### config.mk
export PLATFORM = sky130hd
export DESIGN_NAME = itm_interval_timer
export DESIGN_NICKNAME = d
export VERILOG_FILES = /design/src/rtl/itm_edge_sync.v /design/src/rtl/itm_interval_timer.v
export VERILOG_INCLUDE_DIRS = /design/src /design/src/pkg
export SDC_FILE = /design/constraint.sdc
export NUM_CORES = 1
export LEC_CHECK = 0
export BUFFER_PORTS_ARGS = -buffer_cell sky130_fd_sc_hd__buf_2
export CORE_MARGIN = 3
export CORE_UTILIZATION = 50
export CTS_CLUSTER_SIZE = 25
export DETAILED_ROUTE_END_ITERATION = 6
export PLACE_DENSITY = 0.8
export SLEW_MARGIN = 20
export SYNTH_ARGS = -nofsm -noshare
export SYNTH_HDL_FRONTEND = slang
export SYNTH_SLANG_ARGS = --single-unit
### constraint.sdc
create_clock -name mclk -period 6.2 [get_ports mclk]
set_input_delay 1.24 -clock mclk [delete_from_list [all_inputs] [get_ports mclk]]
set_output_delay 1.24 -clock mclk [all_outputs]
set_load 0.1 [all_outputs]
### src/pkg/itm_consts.vh
// Purpose: Constants for the 16-bit interval timer
// Assumes: AHB-Lite register access, 32-bit data
// Notes: Offsets are byte addresses
`ifndef ITM_CONSTS_VH
`define ITM_CONSTS_VH
// ****************************************
// Register map
// ****************************************
`define ITM_OFS_COMPARE 8'h00
`define ITM_OFS_CONTROL 8'h04
`define ITM_OFS_STATUS 8'h08
// ****************************************
// Fields and resets
// ****************************************
`define ITM_CTL_RUN 7
`define ITM_CTL_CKS_HI 2
`define ITM_CTL_CKS_LO 0
`define ITM_CTL_MASK 8'h87
`define ITM_CMP_RESET 16'h0000
`define ITM_CTL_RESET 8'h00
`define ITM_CNT_START 16'hFFFF
// ****************************************
// Clock select codes and divider taps
// ****************************************
`define ITM_CKS_MAIN 3'h0
`define ITM_CKS_DIV2 3'h1
`define ITM_CKS_DIV4 3'h2
`define ITM_CKS_DIV64 3'h3
`define ITM_CKS_DIV512 3'h4
`define ITM_CKS_WATCH 3'h5
`define ITM_CKS_OSC8 3'h6
`define ITM_CKS_SUB 3'h7
`define ITM_DIV_BITS 9
`define ITM_OSC_DIV_BITS 3
`endif

### src/rtl/itm_edge_sync.v
// Purpose: Synchronise an asynchronous clock-like input and give its rising edge
// Assumes: Single clock mclk, synchronous active-low reset
// Notes: First flop feeds only the second flop
module itm_edge_sync (
  input wire mclk, // System clock
  input wire nrst, // Synchronous reset, active low
  input wire asyncIn, // Asynchronous source
  output reg riseOut // One-cycle pulse per rising edge
);
  reg meta;
  reg sync;
  reg syncDly;

  always @(posedge mclk)
  begin
    if (!nrst)
    begin
      meta <= 1'b0;
      sync <= 1'b0;
      syncDly <= 1'b0;
      riseOut <= 1'b0;
    end
    else
    begin
      meta <= asyncIn;
      sync <= meta;
      syncDly <= sync;
      riseOut <= sync & ~syncDly;
    end
  end
endmodule // itm_edge_sync

### src/rtl/itm_interval_timer.v
// Purpose: 16-bit clear-and-start interval timer with AHB-Lite registers
// Assumes: mclk is the main clock; osc and subclock inputs are asynchronous
// Notes: Zero wait state slave; counter is internal only
//
// The placing of the registers and the AHB-Lite register port were decided locally.
`include "itm_consts.vh"

// Behaviour
// - Clear-and-start only, no free-run
// - Counter never readable or writable
// - Compare register 16 bits, reset zero
// - Control register 8 bits, reset zero
// - Same-value control writes never disturb operation
// - Run low stops clock, sets counter to all-ones start state
// - Select code picks one of eight clocks
// - Start state all-ones steps to zero
// - At compare value, next edge clears, interrupts
// - Period is compare plus one counts
// - Compare zero interrupts every count clock
// - Counting starts within documented bound
module itm_interval_timer (
  input wire mclk, // Main clock, 25 MHz
  input wire nrst, // Synchronous reset, active low
  input wire hsel, // AHB slave select
  input wire [31:0] haddr, // AHB address
  input wire [1:0] htrans, // AHB transfer type
  input wire hwrite, // AHB write
  input wire [2:0] hsize, // AHB size
  input wire [31:0] hwdata, // AHB write data
  input wire hready, // AHB bus ready
  output reg [31:0] hrdata, // AHB read data
  output wire hreadyout, // AHB slave ready
  output wire hresp, // AHB response, always OKAY
  input wire watchTickIn, // Watch-timer tick, asynchronous
  input wire internalOscClk, // Internal oscillator clock, asynchronous
  input wire subClk, // Subclock, asynchronous
  output reg matchIrq // Compare-match pulse, one mclk
);
  // ****************************************
  // Bus slave
  // ****************************************
  reg [15:0] intervalCompare;
  reg [7:0] intervalControl;
  reg wrPend;
  reg [7:0] wrAddr;
  reg [2:0] wrSize;
  reg [1:0] wrLane;
  reg [15:0] counter;
  reg counting;

  wire addrPhase = hsel & hready & htrans[1];
  wire timerRun = intervalControl[`ITM_CTL_RUN];
  wire [2:0] clkSel = intervalControl[`ITM_CTL_CKS_HI:`ITM_CTL_CKS_LO];

  assign hreadyout = 1'b1;
  assign hresp = 1'b0;

  // Byte lane of the control byte within a narrow write
  function laneHit;
    input [2:0] size;
    input [1:0] lane;
    begin
      laneHit = (size == 3'h0) ? (lane == 2'h0) : 1'b1;
    end
  endfunction

  always @(posedge mclk)
  begin
    if (!nrst)
    begin
      wrPend <= 1'b0;
      wrAddr <= 8'h00;
      wrSize <= 3'h0;
      wrLane <= 2'h0;
      hrdata <= 32'h00000000;
    end
    else
    begin
      wrPend <= addrPhase & hwrite;
      wrAddr <= haddr[7:0];
      wrSize <= hsize;
      wrLane <= haddr[1:0];
      if (addrPhase & ~hwrite)
      begin
        case ({haddr[7:2], 2'b00})
          `ITM_OFS_COMPARE: hrdata <= {16'h0000, intervalCompare};
          `ITM_OFS_CONTROL: hrdata <= {24'h000000, intervalControl};
          `ITM_OFS_STATUS: hrdata <= {31'h00000000, counting};
          default: hrdata <= 32'h00000000;
        endcase
      end
    end
  end

  // Registers; compare only as a whole halfword or word
  always @(posedge mclk)
  begin
    if (!nrst)
    begin
      intervalCompare <= `ITM_CMP_RESET;
      intervalControl <= `ITM_CTL_RESET;
    end
    else if (wrPend)
    begin
      if ({wrAddr[7:2], 2'b00} == `ITM_OFS_COMPARE && wrSize != 3'h0 && wrLane[0] == 1'b0 && wrLane[1] == 1'b0)
      begin
        intervalCompare <= hwdata[15:0];
      end
      if ({wrAddr[7:2], 2'b00} == `ITM_OFS_CONTROL && laneHit(wrSize, wrLane))
      begin
        intervalControl <= hwdata[7:0] & `ITM_CTL_MASK;
      end
    end
  end

  // ****************************************
  // Count clock sources
  // ****************************************
  reg [`ITM_DIV_BITS-1:0] preDiv;
  wire watchRise;
  wire oscRise;
  wire subRise;
  reg [`ITM_OSC_DIV_BITS-1:0] oscDiv;

  // Prescaler runs only with the timer enabled; gated clock held low otherwise
  always @(posedge mclk)
  begin
    if (!nrst || !timerRun)
    begin
      preDiv <= {`ITM_DIV_BITS{1'b0}};
      oscDiv <= {`ITM_OSC_DIV_BITS{1'b0}};
    end
    else
    begin
      preDiv <= preDiv + 1'b1;
      if (oscRise)
      begin
        oscDiv <= oscDiv + 1'b1;
      end
    end
  end

  itm_edge_sync uWatchSync (
    .mclk(mclk),
    .nrst(nrst),
    .asyncIn(watchTickIn),
    .riseOut(watchRise)
  );

  itm_edge_sync uOscSync (
    .mclk(mclk),
    .nrst(nrst),
    .asyncIn(internalOscClk),
    .riseOut(oscRise)
  );

  itm_edge_sync uSubSync (
    .mclk(mclk),
    .nrst(nrst),
    .asyncIn(subClk),
    .riseOut(subRise)
  );

  reg countTick;
  always @*
  begin
    case (clkSel)
      `ITM_CKS_MAIN: countTick = 1'b1;
      `ITM_CKS_DIV2: countTick = (preDiv[0] == 1'b1);
      `ITM_CKS_DIV4: countTick = (preDiv[1:0] == 2'h3);
      `ITM_CKS_DIV64: countTick = (preDiv[5:0] == 6'h3F);
      `ITM_CKS_DIV512: countTick = (preDiv == 9'h1FF);
      `ITM_CKS_WATCH: countTick = watchRise;
      `ITM_CKS_OSC8: countTick = oscRise && (oscDiv == 3'h7);
      `ITM_CKS_SUB: countTick = subRise;
      default: countTick = 1'b0;
    endcase
  end

  // ****************************************
  // Counter and match
  // ****************************************
  wire cntEdge = timerRun & countTick;

  always @(posedge mclk)
  begin
    if (!nrst || !timerRun)
    begin
      counter <= `ITM_CNT_START;
      counting <= 1'b0;
      matchIrq <= 1'b0;
    end
    else
    begin
      matchIrq <= 1'b0;
      if (cntEdge)
      begin
        counting <= 1'b1;
        if (!counting)
        begin
          counter <= 16'h0000;
        end
        else if (counter == intervalCompare)
        begin
          counter <= 16'h0000;
          matchIrq <= 1'b1;
        end
        else
        begin
          counter <= counter + 16'h0001;
        end
      end
    end
  end
endmodule // itm_interval_timer

==> results of run 1 <==
power by group:
part           switching (mW)  total (mW)  internal [mW]
Clock                   0.225       0.423          0.198
Sequential            0.00228       0.587          0.584
Combinational          0.0599      0.0761         0.0162
Total                   0.288        1.09          0.799
how the worst min path moves through the flow:
stage	endpoint	from	cells after the start
floorplan	uOscSync.riseOut$_SDFF_PN0_	uOscSync.syncDly$_SDFF_PN0_	1
global placement	uOscSync.riseOut$_SDFF_PN0_	uOscSync.syncDly$_SDFF_PN0_	1
detailed placement	uOscSync.riseOut$_SDFF_PN0_	uOscSync.syncDly$_SDFF_PN0_	1
CTS	uOscSync.riseOut$_SDFF_PN0_	uOscSync.syncDly$_SDFF_PN0_	1
global route	uWatchSync.riseOut$_SDFF_PN0_	uWatchSync.syncDly$_SDFF_PN0_	1
finish	uOscSync.riseOut$_SDFF_PN0_	uOscSync.syncDly$_SDFF_PN0_	1
placed cells by master (no fill, tap or decap), types with 8 or more instances in the layout:
master    instances
buf_2            52
nand2_1          22
dfxtp_1          90
a22oi_1          13
conb_1           18
nor2b_1          36
clkbuf_8          9
o21ai_0           9
and2_1           23
mux2i_1          26
xnor2_1          21
or2_2             8
a211o_1          14
nor2_1           18
and3_1           11
nand3_1          12
state kept, by name (all words and copies together) (netlist names), 3 cells and up:
register,cells
wrAddr,8
intervalCompare,16
counter,16
preDiv,9
hrdata,16
wrSize,3
intervalControl,4
oscDiv,3
metal layers:
metal  global-route usage, %  vias up  share of wire, %
met3                    3.45       11               4.8
li1                        -     1423                 -
met1                    23.4     1343                46
met4                    7.94        0               1.9
met2                    29.7       77                47
met5                       0        -                 0
critical path, stage by stage, from the launching register on:
cell	delay (ns)
dfxtp_1	0.41
ha_1	0.26
and3_1	0.25
and3_1	0.18
ha_1	0.14
inv_1	0.04
a22o_1	0.23
a22o_1	0.21
or4b_1	0.84
nor4_2	0.35
a211o_1	0.13
kinds of logic after synthesis:
group | synth area share, %
fa+ha+maj | 1.61
compound gates | 11.0
flops | 46.4
other cells | 0.193
buf+inv | 5.93
xor+xnor | 5.41
simple gates | 22.4
mux | 7.09
metrics by stage:
| stage | setup WS [ns] | hold WS, ns | total power, mW | std cells |
|---|---|---|---|---|
| 3_5_place_dp | 2.86 | 0.381 | 0.677 | 531 |
| 3_3_place_gp | 2.94 | 0.372 | 0.675 | 531 |
| 4_1_cts | 3.11 | 0.395 | 1.09 | 547 |
| 2_1_floorplan | 3.45 | 0.367 | 0.671 | 416 |
| 5_1_grt | 2.86 | 0.415 | 1.13 | 547 |
| 6_report | 3.11 | 0.395 | 1.09 | 547 |
cell type report:
type	count	area, um^2
clock buffer	9	124
clock inverter	7	95.1
fill	650	3080
inverter	2	7.51
multi-input combinational	288	1910
sequential	90	1800
tap	99	124
timing repair buffer	52	260
==> impl_metrics.csv, run 1 <==
group,metric,value,unit
floorplan,io_pins,112,
worst_setup_path,worst_setup_path_end_kind,"flip-flop",
drt,dr.pass1.iters,4,
worst_setup_path,crit_type,"reg -> reg",
clock_tree,postCtsSetupRepairBufs,0,
worst_setup_path,rr_startpoint,"preDiv[0]$_SDFF_PP0_",
synthesis,syn_area_per_cell,9.71,um^2
outcome,status,"finished, final reports clean",
synthesis,synth_area_leader_cell,"dfxtp_1",
sta,setup_viol,0,
synthesis,synth_edf_count,0,
clock_tree,cts_buffers,9,
min_path,hold_path.class,"reg -> reg",
synthesis,yosysUniqueCellTypes,40,
worst_setup_path,crit_end,"counter[11]$_SDFFE_PP1P_",
pwr,p_per_area,251,nW/um^2
drt,dr.first_iter.drc_count,196,
layout,drive_above_1_share,19.2,%
clock_tree,cts_resized,0,
floorplan,die_x,94.1,um
global_route,grt_pass1_vias,2785,
worst_setup_path,worstRegToRegCells,10,
worst_setup_path,worstPathMaxFanout,17,
worst_setup_path,cp_data_required_time,6.51,ns
synthesis,async_flop_share,0,%
synthesis,yosys_most_used_dff,"dfxtp_1",
global_route,overflow,0,
global_route,antenna_found_initial,0,
clock_tree,cts_sinks,90,
synthesis,syn_area,3880,um^2
global_route,grt_util_all_layers,18.2,%
placed_design,hpwl,5250,um
sta,tns,0,ns
drt,via_per_inst,5.22,
floorplan,die_y,94.1,um
clock_tree,ctsHoldBuffers,0,
drt,ant_nets,0,
synthesis,synth_common_cells,"dfxtp_1, nor2b_1, mux2i_1",
placed_design,gp_congestion,0.809,
sta,slew_headroom,39.7,%
global_route,grt_max_degree,65,
sta,worstMarginPinSlew,0.902,ns
worst_setup_path,r2r-end,"counter[11]$_SDFFE_PP1P_",
drt,routed_wl,7400,um
layout,area_growth,11.3,%
synthesis,syn_inst,400,
floorplan,die_area,8860,um^2
clock_tree,cts_tree,"built",
pwr,vdd_ir_drop_max,192,uV
pwr,p_leak,1.84,nW
worst_setup_path,reg2reg_setup_slack,3.11,ns
drt,drc,0,
clock_tree,clock_latency,0.36,ns
clock_tree,htreeDepth,3,
synthesis,netlist.area_leader.share,46.4,%
synthesis,synth-seq-area-share,46.4,%
sta,fin_crit,3.09,ns
floorplan,core-area,7410,um^2
synthesis,synth_area_leaders,"dfxtp_1, mux2i_1, nor2b_1",
sta,finalMaxSlewViolations,0,
worst_setup_path,crit_start,"preDiv[0]$_SDFF_PP0_",
layout,final_core_util,58.4,%
sta,fin_worst_skew,0.00894,ns
worst_setup_path,cp-start-kind,"flip-flop",
synthesis,yosysWarnings,0,
sta,max_freq,0.323,GHz
synthesis,ys_ff_latch,90,
sta,finalCritPeriodShare,49.9,%
floorplan,fp-row-count,31,
placed_design,dpl_cell_area,4110,um^2
sta,rsz0062_at_grt,"no",
synthesis,synth_most_common_cell,"dfxtp_1",
global_route,grt_first_pass_wirelength,12800,um
layout,final_nets,525,
job,max-cap-violations,0,
sta,hold_viol_final,0,
placed_design,port_buffers,52,
layout,diodes,0,
clock_tree,cts_root_buffer,"clkbuf_8",
clock_tree,clkTransAtPathRegs,0.10,ns
drt,vias,2854,
clock_tree,clockBufferDepth,2,
worst_setup_path,arrival,3.40,ns
drt,post_drt_wl_per_cell,13.5,um
layout,final_area,4330,um^2
floorplan,start_util,52.4,%
No activity file was read; power rests on OpenSTA's default activity.
==> run 2, diff against run 1 <==
--- a/config.mk
+++ b/config.mk
@@ -6,12 +6,13 @@
 export SDC_FILE = /design/constraint.sdc
 export NUM_CORES = 1
 export LEC_CHECK = 0
+export ABC_AREA = 1
 export BUFFER_PORTS_ARGS = -buffer_cell sky130_fd_sc_hd__buf_2
 export CORE_MARGIN = 3
-export CORE_UTILIZATION = 50
+export CORE_UTILIZATION = 47
 export CTS_CLUSTER_SIZE = 25
 export DETAILED_ROUTE_END_ITERATION = 6
-export PLACE_DENSITY = 0.8
+export PLACE_DENSITY = 0.78
 export SLEW_MARGIN = 20
 export SYNTH_ARGS = -nofsm -noshare
 export SYNTH_HDL_FRONTEND = slang
==> constraint.sdc (replaced) <==
create_clock -name mclk -period 2.6 [get_ports mclk]
set_input_delay 0.52 -clock mclk [delete_from_list [all_inputs] [get_ports mclk]]
set_output_delay 0.52 -clock mclk [all_outputs]
set_load 0.1 [all_outputs]
==> impl_metrics.csv, run 2 <==
group,metric,value,unit
clock_tree,htreeDepth,3,
clock_tree,clkTransAtPathRegs,0.09,ns
placed_design,hpwl,6690,um
synthesis,synth_edf_count,0,
worst_setup_path,worstPathMaxFanout,16,
job,max-cap-violations,0,
sta,slew_headroom,42.2,%
sta,fin_ws,0.343,ns
worst_setup_path,cp.buffers_inverters,0,
worst_setup_path,crit_path_max_incr_delay,0.38,ns
sta,worstMarginPinSlew,0.866,ns
synthesis,synth_most_common_cell,"nand2_1",
synthesis,yosys_most_used_dff,"dfxtp_1",
layout,ff_latch_area,1800,um^2
global_route,grt_first_pass_wirelength,15400,um
worst_setup_path,crit_slowest_cell,"dfxtp_1",
outcome,status,"finished, final reports clean",
worst_setup_path,cp_data_required_time,2.90,ns
layout,fillerInstances,818,
drt,vias,3800,
synthesis,synth_area_leaders,"dfxtp_1, nand2_1, inv_1",
layout,diodes,0,
sta,fin_worst_skew,0.00754,ns
worst_setup_path,crit_path_cell_trace,"ha_1 -> nand2_2 -> nor2_2 -> nand2_2 -> nor3_1 -> ha_1 -> a21oi_1 -> nand3_1 -> nand2_1 -> a21oi_4 -> nand4_1 -> nand2_1",
clock_tree,postCtsSetupRepairBufs,0,
synthesis,ys_ff_latch,90,
floorplan,fp-row-count,33,
placed_design,place_ws,0.359,ns
drt,post_drt_wl_per_cell,12.2,um
placed_design,gp_congestion,0.997,
synthesis,synth_common_cells,"nand2_1, dfxtp_1, inv_1",
layout,final_nets,719,
clock_tree,ctsHoldBuffers,0,
pwr,p_leak,2.32,nW
sta,hold_viol_final,0,
drt,drc,0,
floorplan,die_y,100,um
clock_tree,cts_resized,0,
floorplan,io_pins,112,
layout,multi_input_area,1870,um^2
synthesis,synth_area_leader_cell,"dfxtp_1",
clock_tree,cts_sinks,90,
layout,drive_above_1_share,14.5,%
clock_tree,clock_latency,0.36,ns
sta,rsz0062_at_grt,"no",
synthesis,yosysWarnings,0,
synthesis,syn_inst,593,
clock_tree,cts_tree,"built",
sta,finalMaxSlewViolations,0,
global_route,grt_pass1_vias,3523,
layout,final_cell_mix,"nand2_1, dfxtp_1, inv_1",
floorplan,start_util,49.6,%
sta,tns,0,ns
worst_setup_path,cp-start-kind,"flip-flop",
drt,via_per_inst,5.09,
synthesis,netlist.area_leader.share,43.2,%
synthesis,async_flop_share,0,%
worst_setup_path,worst_path_dominant_cell_family,"simple AND/OR/NAND/NOR gates",
min_path,hold_path.class,"in -> reg",
synthesis,syn_area_per_cell,7.04,um^2
floorplan,die_area,10000,um^2
worst_setup_path,crit_type,"reg -> reg",
sta,setup_viol,0,
synthesis,synth-seq-area-share,43.2,%
clock_tree,cts_buffers,9,
global_route,antenna_found_initial,0,
drt,dr.first_iter.drc_count,195,
worst_setup_path,arrival,2.56,ns
clock_tree,cts_root_buffer,"clkbuf_8",
clock_tree,clockBufferDepth,2,
layout,reg_top3,"counter x16, hrdata x16, intervalCompare x16",
floorplan,core-area,8420,um^2
pwr,finalPower,2.59,mW
global_route,grt_util_all_layers,18.6,%
layout,final_core_util,54.8,%
synthesis,syn_area,4170,um^2
layout,layout_commonest_cell,"nand2_1",
pwr,p_per_area,560,nW/um^2
synthesis,yosysUniqueCellTypes,33,
layout,area_growth,10.7,%
drt,routed_wl,9080,um
drt,ant_nets,0,
global_route,grt_max_degree,29,
sta,finalCritPeriodShare,86.8,%
floorplan,die_x,100,um
placed_design,port_buffers,52,
worst_setup_path,worst_setup_path_end_kind,"flip-flop",
sta,fin_crit,2.26,ns
sta,max_freq,0.443,GHz
pwr,vdd_ir_drop_max,449,uV
drt,dr.pass1.iters,4,
global_route,overflow,0,
-- run 2: changes by cell type after synthesis, sizes merged, moves of 20 or more --
cell / change
mux2i: -26
nor2: +41
nor2b: -36
inv: +80
a21oi: +43
o21ai: +21
nand2: +137
and2: -23
nand4: +21
xnor2: -20
-- run 2: cell families after synthesis --
kind of cell | share of synthesized area, %
buffers and inverters | 13.4
adder cells (fa/ha/maj) | 1.50
AO/OA/AOI/OAI | 12.4
XOR/XNOR | 1.47
other | 0.180
AND/OR/NAND/NOR | 27.9
flip-flops | 43.2
-- run 2: worst reg2reg max path: stages (launching register included) --
cell and delay [ns]:
dfxtp_1 0.38, ha_1 0.22, nand2_2 0.09, nor2_2 0.15
nand2_2 0.10, nor3_1 0.15, ha_1 0.17, a21oi_1 0.07
nand3_1 0.16, nand2_1 0.11, a21oi_4 0.37, nand4_1 0.17
nand2_1 0.09
-- run 2: stage by stage --
| step | hold slack [ns] | cell area (um^2) | cells |
|---|---|---|---|
| finish | 0.339 | 4620 | 747 |
| global route | 0.322 | 4620 | 747 |
| CTS | 0.321 | 4620 | 747 |
| detailed placement | 0.375 | 4410 | 731 |
| global placement | 0.372 | 4410 | 731 |
| floorplan | 0.368 | 4230 | 609 |
-- run 2: cell type report --
type | count | area share, %
clock buffers | 9 | 2.68
well taps | 105 | 2.84
multi-input cells | 396 | 40.5
flip-flops and latches | 90 | 39.0
clock inverters | 7 | 1.76
inverters | 83 | 6.74
repair buffers | 57 | 6.45
-- run 2: worst paths after layout --
check | slack, ns | endpoint | startpoint | cells past startpoint
max reg2reg | 0.34 | counter[14]$_SDFFE_PP1P_ | preDiv[0]$_SDFF_PP0_ | 12
min | 0.34 | uWatchSync.meta$_SDFF_PN0_ | watchTickIn | 3
max | 0.34 | counter[14]$_SDFFE_PP1P_ | preDiv[0]$_SDFF_PP0_ | 12
min reg2reg | 0.39 | uSubSync.riseOut$_SDFF_PN0_ | uSubSync.syncDly$_SDFF_PN0_ | 1
-- run 2: where the power goes --
group | switching, mW | internal (mW) | total, mW
logic | 0.161 | 0.0330 | 0.194
clock network | 0.530 | 0.463 | 0.994
registers | 0.00565 | 1.39 | 1.40
total | 0.697 | 1.89 | 2.59
-- run 2: routing by layer --
layer | global-route usage [%] | vias to the layer above | part of all wire, %
met5 | 0 | - | 0
met4 | 6.11 | 0 | 1.4
met3 | 5.14 | 10 | 5.3
met2 | 31.4 | 95 | 49
met1 | 22.8 | 1772 | 45
li1 | - | 1923 | -
==> run 3, diff against run 2 <==
--- a/config.mk
+++ b/config.mk
@@ -6,13 +6,12 @@
 export SDC_FILE = /design/constraint.sdc
 export NUM_CORES = 1
 export LEC_CHECK = 0
-export ABC_AREA = 1
 export BUFFER_PORTS_ARGS = -buffer_cell sky130_fd_sc_hd__buf_2
 export CORE_MARGIN = 3
 export CORE_UTILIZATION = 47
 export CTS_CLUSTER_SIZE = 25
 export DETAILED_ROUTE_END_ITERATION = 6
-export PLACE_DENSITY = 0.78
+export PLACE_DENSITY = 0.79
 export SLEW_MARGIN = 20
 export SYNTH_ARGS = -nofsm -noshare
 export SYNTH_HDL_FRONTEND = slang
==> impl_metrics.csv, run 3 (same netlist as run 1, synthesis figures left out) <==
group,metric,value,unit
sta,setup_viol,0,
worst_setup_path,worstPathMaxFanout,6,
layout,final_cell_mix,"dfxtp_1, buf_2, nor2b_1",
pwr,p_leak,1.89,nW
clock_tree,clkTransAtPathRegs,0.11,ns
drt,wl_met1,3530,um
placed_design,gp_congestion,0.835,
min_path,hold_path.class,"in -> reg",
drt,drc,0,
placed_design,place_ws,-0.0304,ns
floorplan,start_util,49.3,%
placed_design,port_buffers,52,
worst_setup_path,cp-start-kind,"flip-flop",
clock_tree,clock_latency,0.37,ns
floorplan,die_y,96.9,um
drt,dr.pass1.iters,4,
worst_setup_path,worstRegToRegCells,10,
sta,slew_headroom,63.7,%
layout,drive_above_1_share,24.3,%
drt,via_per_inst,5.21,
pwr,vdd_ir_drop_max,454,uV
sta,worstMarginPinSlew,0.540,ns
sta,finalCritPeriodShare,96.9,%
clock_tree,cts_root_buffer,"clkbuf_8",
global_route,antenna_found_initial,0,
pwr,p_per_area,564,nW/um^2
layout,final_nets,537,
layout,area_growth,15.6,%
drt,dr.first_iter.drc_count,143,
drt,ant_nets,0,
worst_setup_path,worst_setup_path_end_kind,"flip-flop",
worst_setup_path,rr_startpoint,"preDiv[3]$_SDFF_PP0_",
placed_design,dpl.cell_count,545,
min_path,min-delay-start,"hsize[1]",
clock_tree,cts_sinks,90,
drt,routed_wl,7670,um
job,max-cap-violations,0,
floorplan,fp-row-count,32,
sta,hold_viol_final,0,
layout,diodes,0,
sta,fin_worst_skew,0.0128,ns
clock_tree,clockBufferDepth,2,
sta,finalMaxSlewViolations,0,
floorplan,die_area,9390,um^2
sta,fin_crit,2.52,ns
clock_tree,htreeDepth,3,
worst_setup_path,crit_type,"reg -> reg",
drt,met2_length,3680,um
global_route,grt_first_pass_wirelength,12800,um
layout,reg_top3,"counter x16, hrdata x16, intervalCompare x16",
pwr,finalPower,2.53,mW
drt,dr_wl_met3,365,um
floorplan,die_x,96.9,um
drt,vias,2930,
sta,max_freq,0.397,GHz
floorplan,core-area,7890,um^2
clock_tree,cts_tree,"built",
clock_tree,ctsHoldBuffers,0,
min_path,holdPathEnd,"wrSize[1]$_SDFF_PN0_",
layout,layout_commonest_cell,"dfxtp_1",
drt,post_drt_wl_per_cell,13.7,um
placed_design,hpwl,5380,um
drt,highest_layer,"met4",
floorplan,io_pins,112,
worst_setup_path,reg2reg_setup_slack,0.08,ns
layout,layout.cells.non_filler,562,
outcome,status,"finished, final reports clean",
worst_setup_path,cp_data_required_time,2.91,ns
sta,fin_ws,0.0812,ns
global_route,grt_util_all_layers,16.4,%
global_route,grt_max_degree,58,
min_path,worstHoldPathCells,2,
clock_tree,cts_buffers,9,
global_route,grt_pass1_vias,2800,
worst_setup_path,r2r-end,"counter[11]$_SDFFE_PP1P_",
worst_setup_path,arrival,2.83,ns
global_route,overflow,0,
## run 3: cell count changes in the layout (fill, tap and decap cells not counted), moves of 23 or more
cell     change
and2_1      +23
inv_1       -78
mux2i_1     +26
nor2_1      -40
a21oi_1     -44
nand2_1    -131
nor2b_1     +36
## run 3: critical path: stages, from the launching register on
cell     delay, ns
dfxtp_2       0.34
and3_4        0.18
and3_4        0.18
and3_4        0.19
ha_4          0.11
inv_1         0.03
a22o_1        0.22
a22o_1        0.22
or4b_4        0.60
nor4_4        0.27
a211o_1       0.13
## run 3: worst max path at each step
stage | start | cells after the start | endpoint
3_5_place_dp | preDiv[1]$_SDFF_PP0_ | 11 | counter[2]$_SDFFE_PP1P_
5_1_grt | preDiv[2]$_SDFF_PP0_ | 11 | counter[7]$_SDFFE_PP1P_
3_3_place_gp | preDiv[4]$_SDFF_PP0_ | 11 | counter[6]$_SDFFE_PP1P_
2_1_floorplan | preDiv[0]$_SDFF_PP0_ | 11 | counter[11]$_SDFFE_PP1P_
6_report | preDiv[3]$_SDFF_PP0_ | 10 | counter[11]$_SDFFE_PP1P_
4_1_cts | preDiv[1]$_SDFF_PP0_ | 11 | counter[2]$_SDFFE_PP1P_
## run 3: power breakdown
group | switching [mW] | internal, mW
logic | 0.144 | 0.0393
registers | 0.00520 | 1.39
clock network | 0.567 | 0.382
total | 0.716 | 1.82
## run 3: layout make-up
| class | count | area [um^2] |
|---|---|---|
| fillers | 688 | 3400 |
| multi-input cells | 288 | 1980 |
| flip-flops and latches | 90 | 1810 |
| repair buffers | 64 | 362 |
| well taps | 102 | 128 |
| clock buffers | 9 | 124 |
| clock inverters | 7 | 76.3 |
| inverters | 2 | 7.51 |
## run 3: per-layer routing
layer  vias up  track usage [%]
li1       1452                -
met4         0             5.62
met3         8             4.18
met1      1396             20.9
met2        74             27.1
met5         -                0
## run 3: metrics by stage
step	TNS, ns	instance area, um^2	hold slack, ns	utilization [%]
finish	0	4490	0.349	56.9
global route	-0.00149	4490	0.328	56.9
CTS	0	4400	0.343	55.7
detailed placement	-0.0433	4190	0.377	53.2
global placement	0	4190	0.372	53.2
floorplan	0	3950	0.367	-
## run 3: repair_timing
action | in CTS | in global routing
pin swaps | 0 | 3
endpoints found under the setup margin | 12 | 14
gates cloned | 0 | 0
buffers inserted | 0 | 1
resized for setup | 1 | 20
